**src/tsa_pkg.sv**
```systemverilog
package tsa_pkg;
  ////////////////////////////////////////////////////////////////////////
  // timing
  localparam int unsigned CLK_PERIOD_PS    = 8000;
  localparam int unsigned AUX_WINDOW_US    = 250;
  // longest time, rounds down
  localparam int unsigned AUX_WINDOW_CYC   = AUX_WINDOW_US * 1000000 / CLK_PERIOD_PS;
  localparam int unsigned AUX_MIN_PATTERNS = 254;
  localparam int unsigned CRC_WINDOW       = 1000;
  localparam int unsigned CRC_THRESHOLD    = 915;
  localparam int unsigned MFL_BAD_WORDS    = 2;
  localparam int unsigned MFL_ZERO_FRAMES  = 16;
  localparam int unsigned AIS_MAX_ZEROS    = 3;
  localparam int unsigned AIS_MF_COUNT     = 2;
  localparam int unsigned RAI_COUNT        = 3;
  ////////////////////////////////////////////////////////////////////////
  // register indexes, byte address is four times the index
  localparam logic [9:0] REG_CHAN_CFG  = 10'h003;
  localparam logic [9:0] REG_GLOBAL    = 10'h00b;
  localparam logic [9:0] REG_LIVE      = 10'h164;
  localparam logic [9:0] REG_LATCHED   = 10'h165;
  localparam logic [9:0] REG_MASK      = 10'h166;
  localparam logic [9:0] REG_SECOND    = 10'h167;
  localparam logic [9:0] REG_PERSIST   = 10'h168;
  ////////////////////////////////////////////////////////////////////////
  // field positions
  localparam int unsigned CFG_MFL_EN_BIT   = 1;
  localparam int unsigned CFG_AUX_EN_BIT   = 2;
  localparam int unsigned GLB_RISE_BIT     = 0;
  localparam int unsigned GLB_FALL_BIT     = 1;
  localparam int unsigned GLB_SHADOW_BIT   = 3;
  localparam int unsigned GLB_GRP_MASK_BIT = 6;
  localparam int unsigned GLB_GIM_BIT      = 7;
  localparam int unsigned TS16_RAI_BIT     = 2;
  localparam logic [7:0]  ALARM_BITS       = 8'h75;
  localparam logic [7:0]  CFG_WR_BITS      = 8'h06;
  localparam logic [7:0]  GLB_WR_BITS      = 8'hcb;
  ////////////////////////////////////////////////////////////////////////
  // reset values
  localparam logic [7:0] CFG_RST  = 8'h00;
  localparam logic [7:0] GLB_RST  = 8'h01;
  localparam logic [7:0] MASK_RST = 8'h00;

  typedef struct packed {
    logic rsv7;
    logic ais;
    logic crc;
    logic rai;
    logic rsv3;
    logic mfl;
    logic rsv1;
    logic aux;
  } tsa_alarm_t;
endpackage

```
**src/tsa_debounce.sv**
```systemverilog
`timescale 1ns/1ps
// state flips after n consecutive contrary steps
module tsa_debounce #(
  parameter int unsigned N = 2
) (
  input  wire logic clk_i,
  input  wire logic rst_i,
  input  wire logic step_i,
  input  wire logic hit_i,
  input  wire logic force_clr_i,
  output logic      state_o
);
  localparam int unsigned W = $clog2(N + 1);

  logic [W-1:0] run;
  logic         state;

  always_ff @(posedge clk_i) begin
    if (rst_i || force_clr_i) begin
      run   <= '0;
      state <= 1'b0;
    end else if (step_i) begin
      if (hit_i == state) begin
        run <= '0;
      end else if (run == W'(N - 1)) begin
        state <= hit_i;
        run   <= '0;
      end else begin
        run <= W'(run + 1'b1);
      end
    end
  end

  assign state_o = state;
endmodule

```
**src/tsa_bit_mem.sv**
```systemverilog
`timescale 1ns/1ps
// one-bit history store, registered read
module tsa_bit_mem #(
  parameter int unsigned DEPTH = 1000,
  parameter int unsigned AW    = 10
) (
  input  wire logic          clk_i,
  input  wire logic          we_i,
  input  wire logic [AW-1:0] waddr_i,
  input  wire logic          wdata_i,
  input  wire logic [AW-1:0] raddr_i,
  output logic               rdata_o
);
  logic mem [DEPTH];

  always_ff @(posedge clk_i) begin
    if (we_i) begin
      mem[waddr_i] <= wdata_i;
    end
  end

  always_ff @(posedge clk_i) begin
    rdata_o <= mem[raddr_i];
  end
endmodule

```
**src/tsa_alarm_status.sv**
```systemverilog
`timescale 1ns/1ps
// Function
// [RL1] multiframe loss: two bad words or frame lost
// [RL2] multiframe loss: sixteen all-zero slot frames
// [RL3] multiframe loss reported only when enabled
// [RL4] alternating pattern 254 times per window alarms
// [RL5] framing or too few patterns clears it
// [RL6] pattern detection runs only while enabled
// [RL7] live edge per rise/fall select sets latch
// [RL8] unmasked latched bit drives interrupt unless global or group mask set
// [RL9] write zero or shadowed second pulse clears
// [RL10] mask bit one blocks its interrupt
// [RL11] software writes reserved bits as zero
// [RL12] second and persistent bits zero without shadow
// [RL13] second bit: alarm seen during last interval
// [RL14] persistent bit: active but not newly risen
// [RL15] slot AIS: few zeros two multiframes running
// [RL16] excess CRC: 915 of last 1000 bad
// [RL17] slot RAI: bit set three frame-0 words
// [RL18] second registers update on pulse, then hold
module tsa_alarm_status #(
  parameter int unsigned AUX_WIN = tsa_pkg::AUX_WINDOW_CYC
) (
  input  wire logic         clk_i,
  input  wire logic         rst_i,
  input  wire logic         wb_cyc_i,
  input  wire logic         wb_stb_i,
  input  wire logic         wb_we_i,
  input  wire logic [11:0]  wb_adr_i,
  input  wire logic [3:0]   wb_sel_i,
  input  wire logic [31:0]  wb_dat_i,
  output logic [31:0]       wb_dat_o,
  output logic              wb_ack_o,
  input  wire logic         one_sec_i,
  input  wire logic         rx_ts16_valid_i,
  input  wire logic [7:0]   rx_ts16_data_i,
  input  wire logic         rx_mf_frame0_i,
  input  wire logic         rx_frame_lost_i,
  input  wire logic         rx_crc4_valid_i,
  input  wire logic         rx_crc4_err_i,
  input  wire logic         rx_line_valid_i,
  input  wire logic         rx_line_bit_i,
  input  wire logic         rx_framed_i,
  output tsa_pkg::tsa_alarm_t alarm_live_o,
  output logic              irq_o
);
  localparam int unsigned WW = $clog2(AUX_WIN + 1);

  ////////////////////////////////////////////////////////////////////////
  // registers
  logic [7:0]  chan_cfg;
  logic [7:0]  glb;
  logic [7:0]  latched;
  logic [7:0]  mask;
  logic [7:0]  sec_err;
  logic [7:0]  persist;
  logic [7:0]  seen;
  logic [7:0]  newly;
  logic [7:0]  prev_live;
  tsa_pkg::tsa_alarm_t live;
  logic [7:0]  live_v;
  logic        req;
  logic        wr_en;
  logic [9:0]  idx;
  logic [7:0]  rd_byte;
  logic        shadow;
  assign req    = wb_cyc_i && wb_stb_i;
  assign idx    = wb_adr_i[11:2];
  assign wr_en  = req && wb_we_i && wb_ack_o && wb_sel_i[0];
  assign shadow = glb[tsa_pkg::GLB_SHADOW_BIT];

  ////////////////////////////////////////////////////////////////////////
  // wishbone slave, one wait state then ack
  always_ff @(posedge clk_i) begin
    if (rst_i) begin
      wb_ack_o <= 1'b0;
    end else begin
      wb_ack_o <= req && !wb_ack_o;
    end
  end

  always_comb begin
    unique case (idx)
      tsa_pkg::REG_CHAN_CFG: rd_byte = chan_cfg;
      tsa_pkg::REG_GLOBAL:   rd_byte = glb;
      tsa_pkg::REG_LIVE:     rd_byte = live_v;
      tsa_pkg::REG_LATCHED:  rd_byte = latched;
      tsa_pkg::REG_MASK:     rd_byte = mask;
      tsa_pkg::REG_SECOND:   rd_byte = sec_err;
      tsa_pkg::REG_PERSIST:  rd_byte = persist;
      default:               rd_byte = 8'h00;
    endcase
  end

  always_ff @(posedge clk_i) begin
    if (rst_i) begin
      wb_dat_o <= 32'h0000_0000;
    end else if (req && !wb_ack_o && !wb_we_i) begin
      wb_dat_o <= {24'h00_0000, rd_byte};
    end
  end

  // reserved bits stored as zero whatever software writes
  always_ff @(posedge clk_i) begin
    if (rst_i) begin
      chan_cfg <= tsa_pkg::CFG_RST;
      glb      <= tsa_pkg::GLB_RST;
      mask     <= tsa_pkg::MASK_RST;
    end else if (wr_en) begin
      if (idx == tsa_pkg::REG_CHAN_CFG) begin
        chan_cfg <= wb_dat_i[7:0] & tsa_pkg::CFG_WR_BITS;
      end
      if (idx == tsa_pkg::REG_GLOBAL) begin
        glb <= wb_dat_i[7:0] & tsa_pkg::GLB_WR_BITS;
      end
      if (idx == tsa_pkg::REG_MASK) begin
        mask <= wb_dat_i[7:0] & tsa_pkg::ALARM_BITS; // see [RL11]
      end
    end
  end

  ////////////////////////////////////////////////////////////////////////
  // multiframe loss and slot alarms
  logic ts_f0;
  logic bad_word_db;
  logic zero_run_db;
  logic mf_signal;
  logic ais_db;
  logic rai_db;
  logic [7:0] zcnt;
  logic [7:0] byte_zeros;
  logic       mfl_raw;

  assign ts_f0      = rx_ts16_valid_i && rx_mf_frame0_i;
  assign mf_signal  = ts_f0 && (rx_ts16_data_i[7:4] == 4'h0);
  assign byte_zeros = 8'(8 - $countones(rx_ts16_data_i));

  tsa_debounce #(.N(tsa_pkg::MFL_BAD_WORDS)) u_bad_word (
    .clk_i       (clk_i),
    .rst_i       (rst_i),
    .step_i      (ts_f0),
    .hit_i       (!mf_signal), // see [RL1]
    .force_clr_i (1'b0),
    .state_o     (bad_word_db)
  );

  tsa_debounce #(.N(tsa_pkg::MFL_ZERO_FRAMES)) u_zero_run (
    .clk_i       (clk_i),
    .rst_i       (rst_i),
    .step_i      (rx_ts16_valid_i),
    .hit_i       (rx_ts16_data_i == 8'h00), // see [RL2]
    .force_clr_i (1'b0),
    .state_o     (zero_run_db)
  );

  assign mfl_raw = bad_word_db || zero_run_db || rx_frame_lost_i; // see [RL1]

  // zeros per multiframe, judged at next frame 0; ff until one opens, never reads as AIS
  always_ff @(posedge clk_i) begin
    if (rst_i) begin
      zcnt <= 8'hff;
    end else if (ts_f0) begin
      zcnt <= byte_zeros;
    end else if (rx_ts16_valid_i && zcnt != 8'hff) begin
      zcnt <= 8'(zcnt + byte_zeros);
    end
  end

  tsa_debounce #(.N(tsa_pkg::AIS_MF_COUNT)) u_ais (
    .clk_i       (clk_i),
    .rst_i       (rst_i),
    .step_i      (ts_f0),
    .hit_i       (zcnt <= 8'(tsa_pkg::AIS_MAX_ZEROS)), // see [RL15]
    .force_clr_i (mf_signal), // see [RL15]
    .state_o     (ais_db)
  );

  tsa_debounce #(.N(tsa_pkg::RAI_COUNT)) u_rai (
    .clk_i       (clk_i),
    .rst_i       (rst_i),
    .step_i      (ts_f0),
    .hit_i       (rx_ts16_data_i[tsa_pkg::TS16_RAI_BIT]), // see [RL17]
    .force_clr_i (1'b0),
    .state_o     (rai_db)
  );

  ////////////////////////////////////////////////////////////////////////
  // excess crc-4 over a sliding window
  logic [9:0] crc_ptr;
  logic [9:0] crc_count;
  logic       crc_filled;
  logic       crc_old;
  logic       crc_alarm;

  // read data for the current slot is ready one cycle after ptr moves
  tsa_bit_mem #(.DEPTH(tsa_pkg::CRC_WINDOW), .AW(10)) u_crc_hist (
    .clk_i   (clk_i),
    .we_i    (rx_crc4_valid_i),
    .waddr_i (crc_ptr),
    .wdata_i (rx_crc4_err_i),
    .raddr_i (crc_ptr),
    .rdata_o (crc_old)
  );

  always_ff @(posedge clk_i) begin
    if (rst_i) begin
      crc_ptr    <= 10'h000;
      crc_count  <= 10'h000;
      crc_filled <= 1'b0;
    end else if (rx_crc4_valid_i) begin
      crc_count <= 10'(crc_count + {9'h000, rx_crc4_err_i}
                   - {9'h000, crc_old && crc_filled}); // see [RL16]
      if (crc_ptr == 10'(tsa_pkg::CRC_WINDOW - 1)) begin
        crc_ptr    <= 10'h000;
        crc_filled <= 1'b1;
      end else begin
        crc_ptr <= 10'(crc_ptr + 1'b1);
      end
    end
  end

  assign crc_alarm = crc_count >= 10'(tsa_pkg::CRC_THRESHOLD); // see [RL16]

  ////////////////////////////////////////////////////////////////////////
  // alternating pattern over a fixed window
  logic [WW-1:0] win_cnt;
  logic [7:0]    pat_cnt;
  logic          prev_bit;
  logic          aux;
  logic          aux_en;
  logic          win_end;

  assign aux_en  = chan_cfg[tsa_pkg::CFG_AUX_EN_BIT];
  assign win_end = win_cnt == WW'(AUX_WIN - 1);

  always_ff @(posedge clk_i) begin
    if (rst_i || !aux_en || win_end) begin
      win_cnt <= '0;
    end else begin
      win_cnt <= WW'(win_cnt + 1'b1);
    end
  end

  // a repeated bit breaks the pattern, so count restarts
  always_ff @(posedge clk_i) begin
    if (rst_i || !aux_en || win_end) begin
      pat_cnt  <= 8'h00;
      prev_bit <= 1'b0;
    end else if (rx_line_valid_i) begin
      prev_bit <= rx_line_bit_i;
      if (rx_line_bit_i == prev_bit) begin
        pat_cnt <= 8'h00;
      end else if (!rx_line_bit_i && pat_cnt != 8'hff) begin
        pat_cnt <= 8'(pat_cnt + 1'b1); // see [RL4]
      end
    end
  end

  always_ff @(posedge clk_i) begin
    if (rst_i || !aux_en || rx_framed_i) begin
      aux <= 1'b0; // see [RL5] [RL6]
    end else if (win_end) begin
      aux <= pat_cnt >= 8'(tsa_pkg::AUX_MIN_PATTERNS); // see [RL4] [RL5]
    end
  end

  ////////////////////////////////////////////////////////////////////////
  // live view
  always_comb begin
    live      = '0;
    live.ais  = ais_db;
    live.crc  = crc_alarm;
    live.rai  = rai_db;
    live.mfl  = mfl_raw && chan_cfg[tsa_pkg::CFG_MFL_EN_BIT]; // see [RL3]
    live.aux  = aux;
  end

  assign live_v       = live;
  assign alarm_live_o = live;

  ////////////////////////////////////////////////////////////////////////
  // latched bits and interrupt
  logic [7:0] rise_ev;
  logic [7:0] fall_ev;
  logic [7:0] set_ev;
  logic [7:0] clr_ev;

  assign rise_ev = live_v & ~prev_live;
  assign fall_ev = ~live_v & prev_live;
  assign set_ev  = ((rise_ev & {8{glb[tsa_pkg::GLB_RISE_BIT]}})
                  | (fall_ev & {8{glb[tsa_pkg::GLB_FALL_BIT]}}))
                  & tsa_pkg::ALARM_BITS; // see [RL7]
  assign clr_ev  = ((wr_en && idx == tsa_pkg::REG_LATCHED) ? ~wb_dat_i[7:0] : 8'h00)
                  | ((one_sec_i && shadow) ? 8'hff : 8'h00); // see [RL9]

  always_ff @(posedge clk_i) begin
    if (rst_i) begin
      prev_live <= 8'h00;
      latched   <= 8'h00;
    end else begin
      prev_live <= live_v;
      // an edge in the clearing cycle still sets
      latched   <= (latched & ~clr_ev) | set_ev; // see [RL7] [RL9]
    end
  end

  assign irq_o = |(latched & ~mask) // see [RL10]
                 && !glb[tsa_pkg::GLB_GIM_BIT]
                 && !glb[tsa_pkg::GLB_GRP_MASK_BIT]; // see [RL8]

  ////////////////////////////////////////////////////////////////////////
  // one-second and persistent indications
  always_ff @(posedge clk_i) begin
    if (rst_i) begin
      seen  <= 8'h00;
      newly <= 8'h00;
    end else if (one_sec_i) begin
      seen  <= live_v;
      newly <= rise_ev;
    end else begin
      seen  <= seen | live_v;
      newly <= newly | rise_ev;
    end
  end

  always_ff @(posedge clk_i) begin
    if (rst_i || !shadow) begin
      sec_err <= 8'h00; // see [RL12]
      persist <= 8'h00; // see [RL12]
    end else if (one_sec_i) begin
      sec_err <= (seen | live_v) & tsa_pkg::ALARM_BITS; // see [RL13] [RL18]
      persist <= live_v & ~(newly | rise_ev) & tsa_pkg::ALARM_BITS; // see [RL14] [RL18]
    end
  end

  ////////////////////////////////////////////////////////////////////////
  // checks
  latch_rise_a: assert property (@(posedge clk_i) disable iff (rst_i) // see [RL7]
    $rose(live.aux) && glb[tsa_pkg::GLB_RISE_BIT] |=> latched[0])
    else $error("rising aux alarm not latched");
  irq_path_a: assert property (@(posedge clk_i) disable iff (rst_i) // see [RL8]
    $rose(live.ais) && glb[tsa_pkg::GLB_RISE_BIT] && !mask[6]
    && !glb[tsa_pkg::GLB_GIM_BIT] && !glb[tsa_pkg::GLB_GRP_MASK_BIT]
    && !wr_en ##1 !$changed(glb) && !$changed(mask) |-> irq_o)
    else $error("unmasked latched alarm gave no interrupt");
  write_clear_a: assert property (@(posedge clk_i) disable iff (rst_i) // see [RL9]
    wr_en && idx == tsa_pkg::REG_LATCHED && !wb_dat_i[0] && !set_ev[0] |=> !latched[0])
    else $error("latched bit survived write of zero");
  shadow_hold_a: assert property (@(posedge clk_i) disable iff (rst_i) // see [RL12]
    !shadow |=> sec_err == 8'h00 && persist == 8'h00)
    else $error("second bits set without shadow enable");
  sec_seen_a: assert property (@(posedge clk_i) disable iff (rst_i) // see [RL13]
    shadow && one_sec_i && live.crc |=> sec_err[5])
    else $error("second error bit missed active alarm");
  persist_off_a: assert property (@(posedge clk_i) disable iff (rst_i) // see [RL14]
    shadow && one_sec_i && !live.rai |=> !persist[4])
    else $error("persistent bit set for inactive alarm");
  mfl_enable_a: assert property (@(posedge clk_i) disable iff (rst_i) // see [RL3]
    !chan_cfg[tsa_pkg::CFG_MFL_EN_BIT] || rx_frame_lost_i
    |-> live.mfl == (chan_cfg[tsa_pkg::CFG_MFL_EN_BIT] && rx_frame_lost_i))
    else $error("multiframe loss report disagrees with enable");
  aux_framed_a: assert property (@(posedge clk_i) disable iff (rst_i) // see [RL5]
    rx_framed_i || !aux_en |=> !aux)
    else $error("pattern alarm held while framed or disabled");
  crc_bound_a: assert property (@(posedge clk_i) disable iff (rst_i) // see [RL16]
    crc_count <= 10'(tsa_pkg::CRC_WINDOW) && (crc_filled || crc_count <= crc_ptr))
    else $error("crc error count out of range");
endmodule

```
**config.mk**
```make
export PLATFORM = sky130hd
export DESIGN_NAME = tsa_alarm_status
export DESIGN_NICKNAME = d
export VERILOG_FILES = /design/src/tsa_pkg.sv /design/src/tsa_debounce.sv /design/src/tsa_bit_mem.sv /design/src/tsa_alarm_status.sv
export SDC_FILE = /design/constraint.sdc
export NUM_CORES = 2
export LEC_CHECK = 0
export BUFFER_PORTS_ARGS = -buffer_cell sky130_fd_sc_hd__buf_2
export CORE_MARGIN = 4
export CORE_UTILIZATION = 35
export DETAILED_ROUTE_END_ITERATION = 7
export PLACE_DENSITY_LB_ADDON = 0.2
export SYNTH_ARGS = -nofsm -noshare
export SYNTH_HDL_FRONTEND = slang
export SYNTH_SLANG_ARGS = --single-unit
```
**constraint.sdc**
```tcl
create_clock -name clk_i -period 5.1 [get_ports clk_i]
set_clock_uncertainty 0.1 [all_clocks]
set_input_delay 0.255 -clock clk_i [delete_from_list [all_inputs] [get_ports clk_i]]
set_output_delay 0.255 -clock clk_i [all_outputs]
set_load 0.02 [all_outputs]
```
== Yosys cells after proc, flatten, opt, wreduce, memory -nomap -nowiden ==
Memory sizes are Yosys's and may differ from the RTL's. A register that Yosys moved wholly into a read port is not among the register bits.
Index checks and enable logic that the tools add are counted.

* Memories: 1
* RAM bits: 1,000
* Output and inout bits: 42
* Bits of input ports: 70
* Word-level logic and storage cells: 158
* Flip-flop bits (word level): 129

{| class="wikitable"
|+ Memory list
! name !! words !! width !! rd ports !! clocked after Yosys merged registers in !! wr ports !! RTL line !! RTL
|-
| u_crc_hist.mem || 1,000 || 1 || 1 || 1 || 1 || tsa_bit_mem.sv:14 || <nowiki>logic mem [DEPTH];</nowiki>
|}

* Mux-type cells: 20
* Equality and inequality tests: 20
* Reductions and logical operators: 46
* Add/sub/neg operators: 18
* $lt $le $gt $ge: 3
* Bitwise gates (word level): 22

{| class="wikitable"
|+ Operator list
! cell !! count
|-
| 8-bit 2-to-1 mux || 7
|-
| 8-bit one-hot mux with 7 select lines || 1
|-
| 10-bit by 9-bit == test with 1-bit output (second input constant) || 5
|-
| 7-bit AND || 4
|-
| 8-bit AND || 2
|-
| 1-bit logical AND || 16
|-
| 8-bit inequality test (second input constant) || 2
|-
| 7-bit NOT with 8-bit output || 2
|-
| 8-bit NOT || 2
|-
| 8-bit by 7-bit OR with 8-bit output || 2
|-
| 8-bit OR || 2
|-
| 15-bit by 1-bit adder with 15-bit output (second input constant) || 1
|-
| 15-bit == test (second input constant) || 1
|-
| 7-bit NOT || 2
|-
| 2-bit 2-to-1 mux || 6
|-
| 3-bit AND reduction || 4
|-
| 10-bit by 1-bit adder with 10-bit output || 1
|-
| 10-bit by 1-bit adder with 10-bit output (second input constant) || 1
|-
| 10-bit == test (second input constant) || 1
|-
| 10-bit by 2-bit == test with 1-bit output (second input constant) || 1
|-
| 10-bit by 4-bit == test with 1-bit output (second input constant) || 1
|-
| 10-bit >= comparator (second input constant) || 1
|-
| 10-bit 2-to-1 mux || 1
|-
| 5-bit 2-to-1 mux || 2
|-
| other kinds (28) || 61
|}

== Logic depth before layout (Yosys ltp) ==
* Depth in word-level cells: 10
* Mapped depth: 19
* Mapped depth without buffers: 19

== Modules after synthesis ==
From an unflattened synthesis, not the netlist that was laid out.

* Cells, all modules: 3,895
* Area, all modules: 50,563.5 um^2

{| class="wikitable"
|+ Modules (own cells, without submodules)
! module !! area an instance (um^2) !! instances !! cells each !! sequential area each (um^2)
|-
| tsa_bit_mem || 43,573.0 || 1 || 3,078 || 30,048.8
|-
| tsa_alarm_status || 6,214.7 || 1 || 738 || 2,162.1
|-
| tsa_debounce (u_zero_run) || 327.8 || 1 || 37 || 120.1
|-
| tsa_debounce (u_ais ...) || 152.6 || 2 || 14 || 60.1
|-
| tsa_debounce (u_rai) || 142.6 || 1 || 14 || 60.1
|}

== Worst setup path before layout ==
OpenSTA, ideal clock, no wires.

* Path kind: in2reg
* Start: input port rx_ts16_data_i[1]
* End: register zcnt[6]
* Required time: 4.883 ns
* Data arrival time: 3.898 ns
* Setup time: 0.117 ns
* Stages on the path: 19
* Slack: 0.985 ns
* Cells stage by stage: inv_1 fa_1 ha_1 inv_1 fa_1 inv_1 ha_1 inv_1 fa_1 inv_1 ha_1 a21o_1 a21oi_1 o21ai_0 a2bb2oi_1 mux2i_1 a21oi_1 o22ai_1 nand2b_1

* Word-level cells in the longest chain between the ends: 7

{| class="wikitable"
|+ RTL lines
! item !! RTL line !! RTL
|-
| start, declared || tsa_alarm_status.sv:36 || <nowiki>input wire logic [7:0] rx_ts16_data_i,</nowiki>
|-
| 1-bit by 1-bit adder with 2-bit output (not written as such) * || tsa_alarm_status.sv:136 || <nowiki>assign byte_zeros = 8'(8 - $countones(rx_ts16_data_i));</nowiki>
|-
| 2-bit by 2-bit adder with 3-bit output (not written as such) * || tsa_alarm_status.sv:136 ||
|-
| 3-bit by 3-bit adder with 4-bit output (not written as such) * || tsa_alarm_status.sv:136 ||
|-
| 4-bit by 4-bit subtractor with 5-bit output * || tsa_alarm_status.sv:136 ||
|-
| 8-bit adder || tsa_alarm_status.sv:165 || <nowiki>zcnt <= 8'(zcnt + byte_zeros);</nowiki>
|-
| 8-bit 2-to-1 mux || tsa_alarm_status.sv:164 || <nowiki>end else if (rx_ts16_valid_i && zcnt != 8'hff) begin</nowiki>
|-
| 8-bit 2-to-1 mux * || tsa_alarm_status.sv:162 || <nowiki>end else if (ts_f0) begin</nowiki>
|-
| end signal, assigned || tsa_alarm_status.sv:163 || <nowiki>zcnt <= byte_zeros;</nowiki>
|-
| end signal, assigned || tsa_alarm_status.sv:165 ||
|-
| end, declared || tsa_alarm_status.sv:130 || <nowiki>logic [7:0] zcnt;</nowiki>
|}

Mark *: on every way between the ends. The rest lies on a longest branch, timed or not. The select of a mux whose other input is x is not followed.
A chain may end at the register's enable or synchronous reset.

== Worst setup path after layout ==
* Start: input port rx_ts16_data_i[2]
* End: register zcnt[6]

The elaborated chain is that of the path after synthesis.

==> results.toml <==
[synth]
ys_top_cells_by_area = "sky130_fd_sc_hd__edfxtp_1 60%, sky130_fd_sc_hd__mux2i_1 8.8%, sky130_fd_sc_hd__nor2_1 8.6%"
post-synth-top-count-cell = "sky130_fd_sc_hd__nor2_1"
netlist.area_leader.share = 0.603
ys_dominant_reg_cell = "sky130_fd_sc_hd__edfxtp_1"
netlist.top_cell.by_area = "sky130_fd_sc_hd__edfxtp_1"
synth_commonest_cells = "1,137 x sky130_fd_sc_hd__nor2_1, 1,000 x sky130_fd_sc_hd__edfxtp_1, 440 x sky130_fd_sc_hd__mux2i_1, 200 x sky130_fd_sc_hd__o22ai_1, 199 x sky130_fd_sc_hd__clkbuf_1"
postSynthRegisterBits = 1124
synth_warnings = 0
synth_area_per_cell_um2 = 12.4
yosysSeqAreaShare = 0.653
synth-edff-count = 1000
synthesis.instances = 4027
synth_cell_types = 77
synth.cell_area_um2 = 49800
post_synthesis_async_set_or_reset_flop_share = 0

[global_route]
grt_overflow = 0
grt_max_degree = 245
grt_first_pass_wirelength_mm = 220
vias_in_the_first_global_route = 31256
antenna_found_initial = 2
grt_usage = 0.203

[drt]
wirelength_mm = 153
detailedRoute.firstIterationViolations = 3539
post_detailed_route_wirelength_per_cell_um = 25.4
dr.pass1.iters = 5
drc = 0
avgViaCountPerCell = 5.38
num_vias = 32421
drt.antenna.violating_nets = 0

[timing]
finalSetupViolCount = 0
pin_slew_with_the_least_headroom_to_its_limit_ps = 1250
rsz_0062_raised_after_global_routing = "no"
final_period_minus_worst_setup_slack_ps = 4300
period_share = 0.843
timing.final.hold_violations = 0
max_freq_ghz = 0.233
finalMaxSlewViolations = 0
timing.setup.tns_ps = 0
timing.final.ws_setup_ps = 803
worst_hold_slack_ps = 106
maxSlewHeadroom = 0.165

[setup_path]
path_max_fanout = 4
worstSetupStartpointType = "primary input"
rr_startpoint = "crc_ptr[3]"
worst-endpoint-arrival_ps = 4820
worstRegToRegCells = 6
setup.worst_path.class = "in -> reg"
cp-end-kind = "register"
reg2reg_setup_slack_ps = 1340
worst_setup_ep = "zcnt[6]"
critical_path.startpoint = "rx_ts16_data_i[2]"
crit-reg2reg-capture = "u_crc_hist.mem[322]"
crit_required_ps = 5620

[pwr]
p_comb_frac = 0.068
sw_frac_of_total = 0.229
cell_internal_pwr_uw = 15500
sequentialPowerShare = 0.505
irDropWorstVdd_mv = 0.292
power_leakage_uw = 0.0172
fin_total_pwr_uw = 20000
p_switching_uw = 4580
p_clk_frac = 0.427
power-per-cell-area_nw_per_um2 = 355

[finish]
final_layout_size_suffix_gt1_frac = 0.111
final_net_count = 4152
diode_insertion_count_for_antenna_repair = 0
design_area_um2 = 56500
syn2layout_area_growth_pct = 13.5

[placement]
final_weighted_congestion_in_routability_driven_placement = 0.784
postPlaceCellArea_um2 = 52200
dpl_worst_slack_ps = 571
numPortBuffers = 55
place.detailed.hpwl_mm = 84.6

[clock_tree]
cts.reportedPaths.clkPinSlew_ps = 60
cts_resized = 0
clock_latency_ps = 740
root_buffer = "sky130_fd_sc_hd__clkbuf_16"
cts_num_sinks = 1124
longest_clk_path_bufs = 3
tritoncts = "yes"
clock_tree.htree_level_count = 3
numCtsBuffers = 118

[die]
die_area_um2 = 148000
die-height_um = 385
floorplan.die.width_um = 385
design.core.area_um2 = 141000
design.portCount = 112
core.rowCount = 138
initial_core_util = 0.352

[min_path]
min-delay-path-class = "in -> reg"

[flow_run]
timing.max_cap.violations = 0

[run_status]
result_of_the_run = "finished clean"
## worst max-delay path: stages
cell and delay, ps:
sky130_fd_sc_hd__dlygate4sd3_1 520, sky130_fd_sc_hd__buf_2 140, sky130_fd_sc_hd__inv_1 60, sky130_fd_sc_hd__fa_1 390, sky130_fd_sc_hd__ha_1 280, sky130_fd_sc_hd__inv_1 50, sky130_fd_sc_hd__fa_1 460, sky130_fd_sc_hd__inv_1 60
sky130_fd_sc_hd__ha_1 190, sky130_fd_sc_hd__inv_1 70, sky130_fd_sc_hd__fa_1 570, sky130_fd_sc_hd__inv_1 50, sky130_fd_sc_hd__ha_1 310, sky130_fd_sc_hd__a21o_1 190, sky130_fd_sc_hd__a21oi_1 290, sky130_fd_sc_hd__o21ai_0 120
sky130_fd_sc_hd__a2bb2oi_1 280, sky130_fd_sc_hd__mux2i_1 220, sky130_fd_sc_hd__nor2_1 50, sky130_fd_sc_hd__o22ai_1 180, sky130_fd_sc_hd__nand2b_1 70
## power groups by stage
stage / clock (uW) / sequential (uW) / combinational (uW)
6_report: 8560 / 10100 / 1360
5_1_grt: 9100 / 10100 / 1490
4_1_cts: 8740 / 10100 / 1370
3_5_place_dp: 0 / 10300 / 1350
3_3_place_gp: 0 / 10300 / 1340
2_1_floorplan: 0 / 10300 / 953
## metal layers
| layer | share of wire | wire length (um) | up-vias | GRT usage |
|---|---|---|---|---|
| met2 | 0.48 | 73000 | 987 | 0.333 |
| met3 | 0.058 | 8830 | 228 | 0.0252 |
| li1 | - | - | 14499 | - |
| met1 | 0.44 | 67000 | 16707 | 0.283 |
| met5 | 0 | 0 | - | 0 |
| met4 | 0.026 | 4050 | 0 | 0.0600 |
## cells in the final DEF (no fill, tap or decap), drive strengths merged, types with 9 or more instances in the layout
master / netlist / routed
and3: 25 / 25
a31oi: 13 / 13
nand2b: 14 / 14
nor4: 37 / 37
or4: 18 / 18
a21oi: 56 / 56
dfxtp: 124 / 124
mux2i: 440 / 440
nor2: 1137 / 1137
conb: 1 / 27
a211oi: 18 / 18
nor2b: 21 / 21
xnor2: 19 / 19
nand3: 34 / 34
inv: 50 / 54
a22oi: 9 / 9
nor3: 26 / 26
edfxtp: 1000 / 1000
o21ai: 21 / 21
ha: 37 / 37
nand4: 14 / 14
mux4: 49 / 49
dlygate4sd3: 0 / 45
o22ai: 200 / 200
xor2: 18 / 18
clkinv: 0 / 44
nand2: 138 / 138
and2: 11 / 11
clkbuf: 201 / 154
buf: 177 / 199
## cell type report
cell class,instances,area (um^2)
Inverter,50,188
Clock buffer,154,3210
Fill cell,13401,84900
Multi-Input combinational cell,2501,15600
Sequential cell,1124,32500
Tap cell,1890,2360
Timing Repair Buffer,244,1980
Clock inverter,64,621
## kinds of logic (layout without fill, tap and decap cells)
| group | Yosys count | count (layout) | synth area share |
|---|---|---|---|
| XOR/XNOR | 37 | 37 | 0.00651 |
| buffers and inverters | 428 | 512 | 0.0382 |
| AND/OR/NAND/NOR | 1525 | 1525 | 0.129 |
| adder cells (fa/ha/maj) | 43 | 43 | 0.0117 |
| multiplexers | 493 | 493 | 0.113 |
| flip-flops | 1124 | 1124 | 0.653 |
| AO/OA/AOI/OAI | 376 | 376 | 0.0488 |
| other | 1 | 27 | 0.0000753 |
## worst min-delay path by stage
stage / startpoint / end / slack, ps / cells after the start
after floorplan: rx_framed_i / aux / 230 / 1
after global placement: rx_framed_i / aux / 330 / 2
after detailed placement: rx_framed_i / aux / 340 / 2
after CTS: rx_ts16_data_i[1] / u_zero_run.run[2] / 30 / 8
after global routing: rx_framed_i / aux / 100 / 3
final: rx_ts16_data_i[1] / u_zero_run.run[2] / 110 / 8
## per-stage QoR
stage / utilization / instances
after CTS: 0.400 / 6027
after global routing: 0.400 / 6027
after global placement: 0.369 / 5764
after floorplan: - / 4053
after detailed placement: 0.369 / 5764
final: 0.400 / 6027
## repair_timing
| action | 4_1_cts | 5_1_grt |
|---|---|---|
| hold buffers | 45 | 0 |
| endpoints found under the hold margin | 184 | 0 |
| buffers inserted | 0 | 0 |
## registers in the layout, indices dropped and copies added (netlist names), 2 cells and up
signal	cells
persist	5
u_bad_word.run	2
u_ais.run	2
chan_cfg	2
crc_count	10
mask	5
u_zero_run.run	5
win_cnt	15
newly	5
crc_ptr	10
u_crc_hist.mem	1000
u_rai.run	2
pat_cnt	8
zcnt	8
sec_err	5
prev_live	5
seen	5
wb_dat_o	8
latched	8
glb	5
Note: power is estimated with default switching activity, not from simulation.
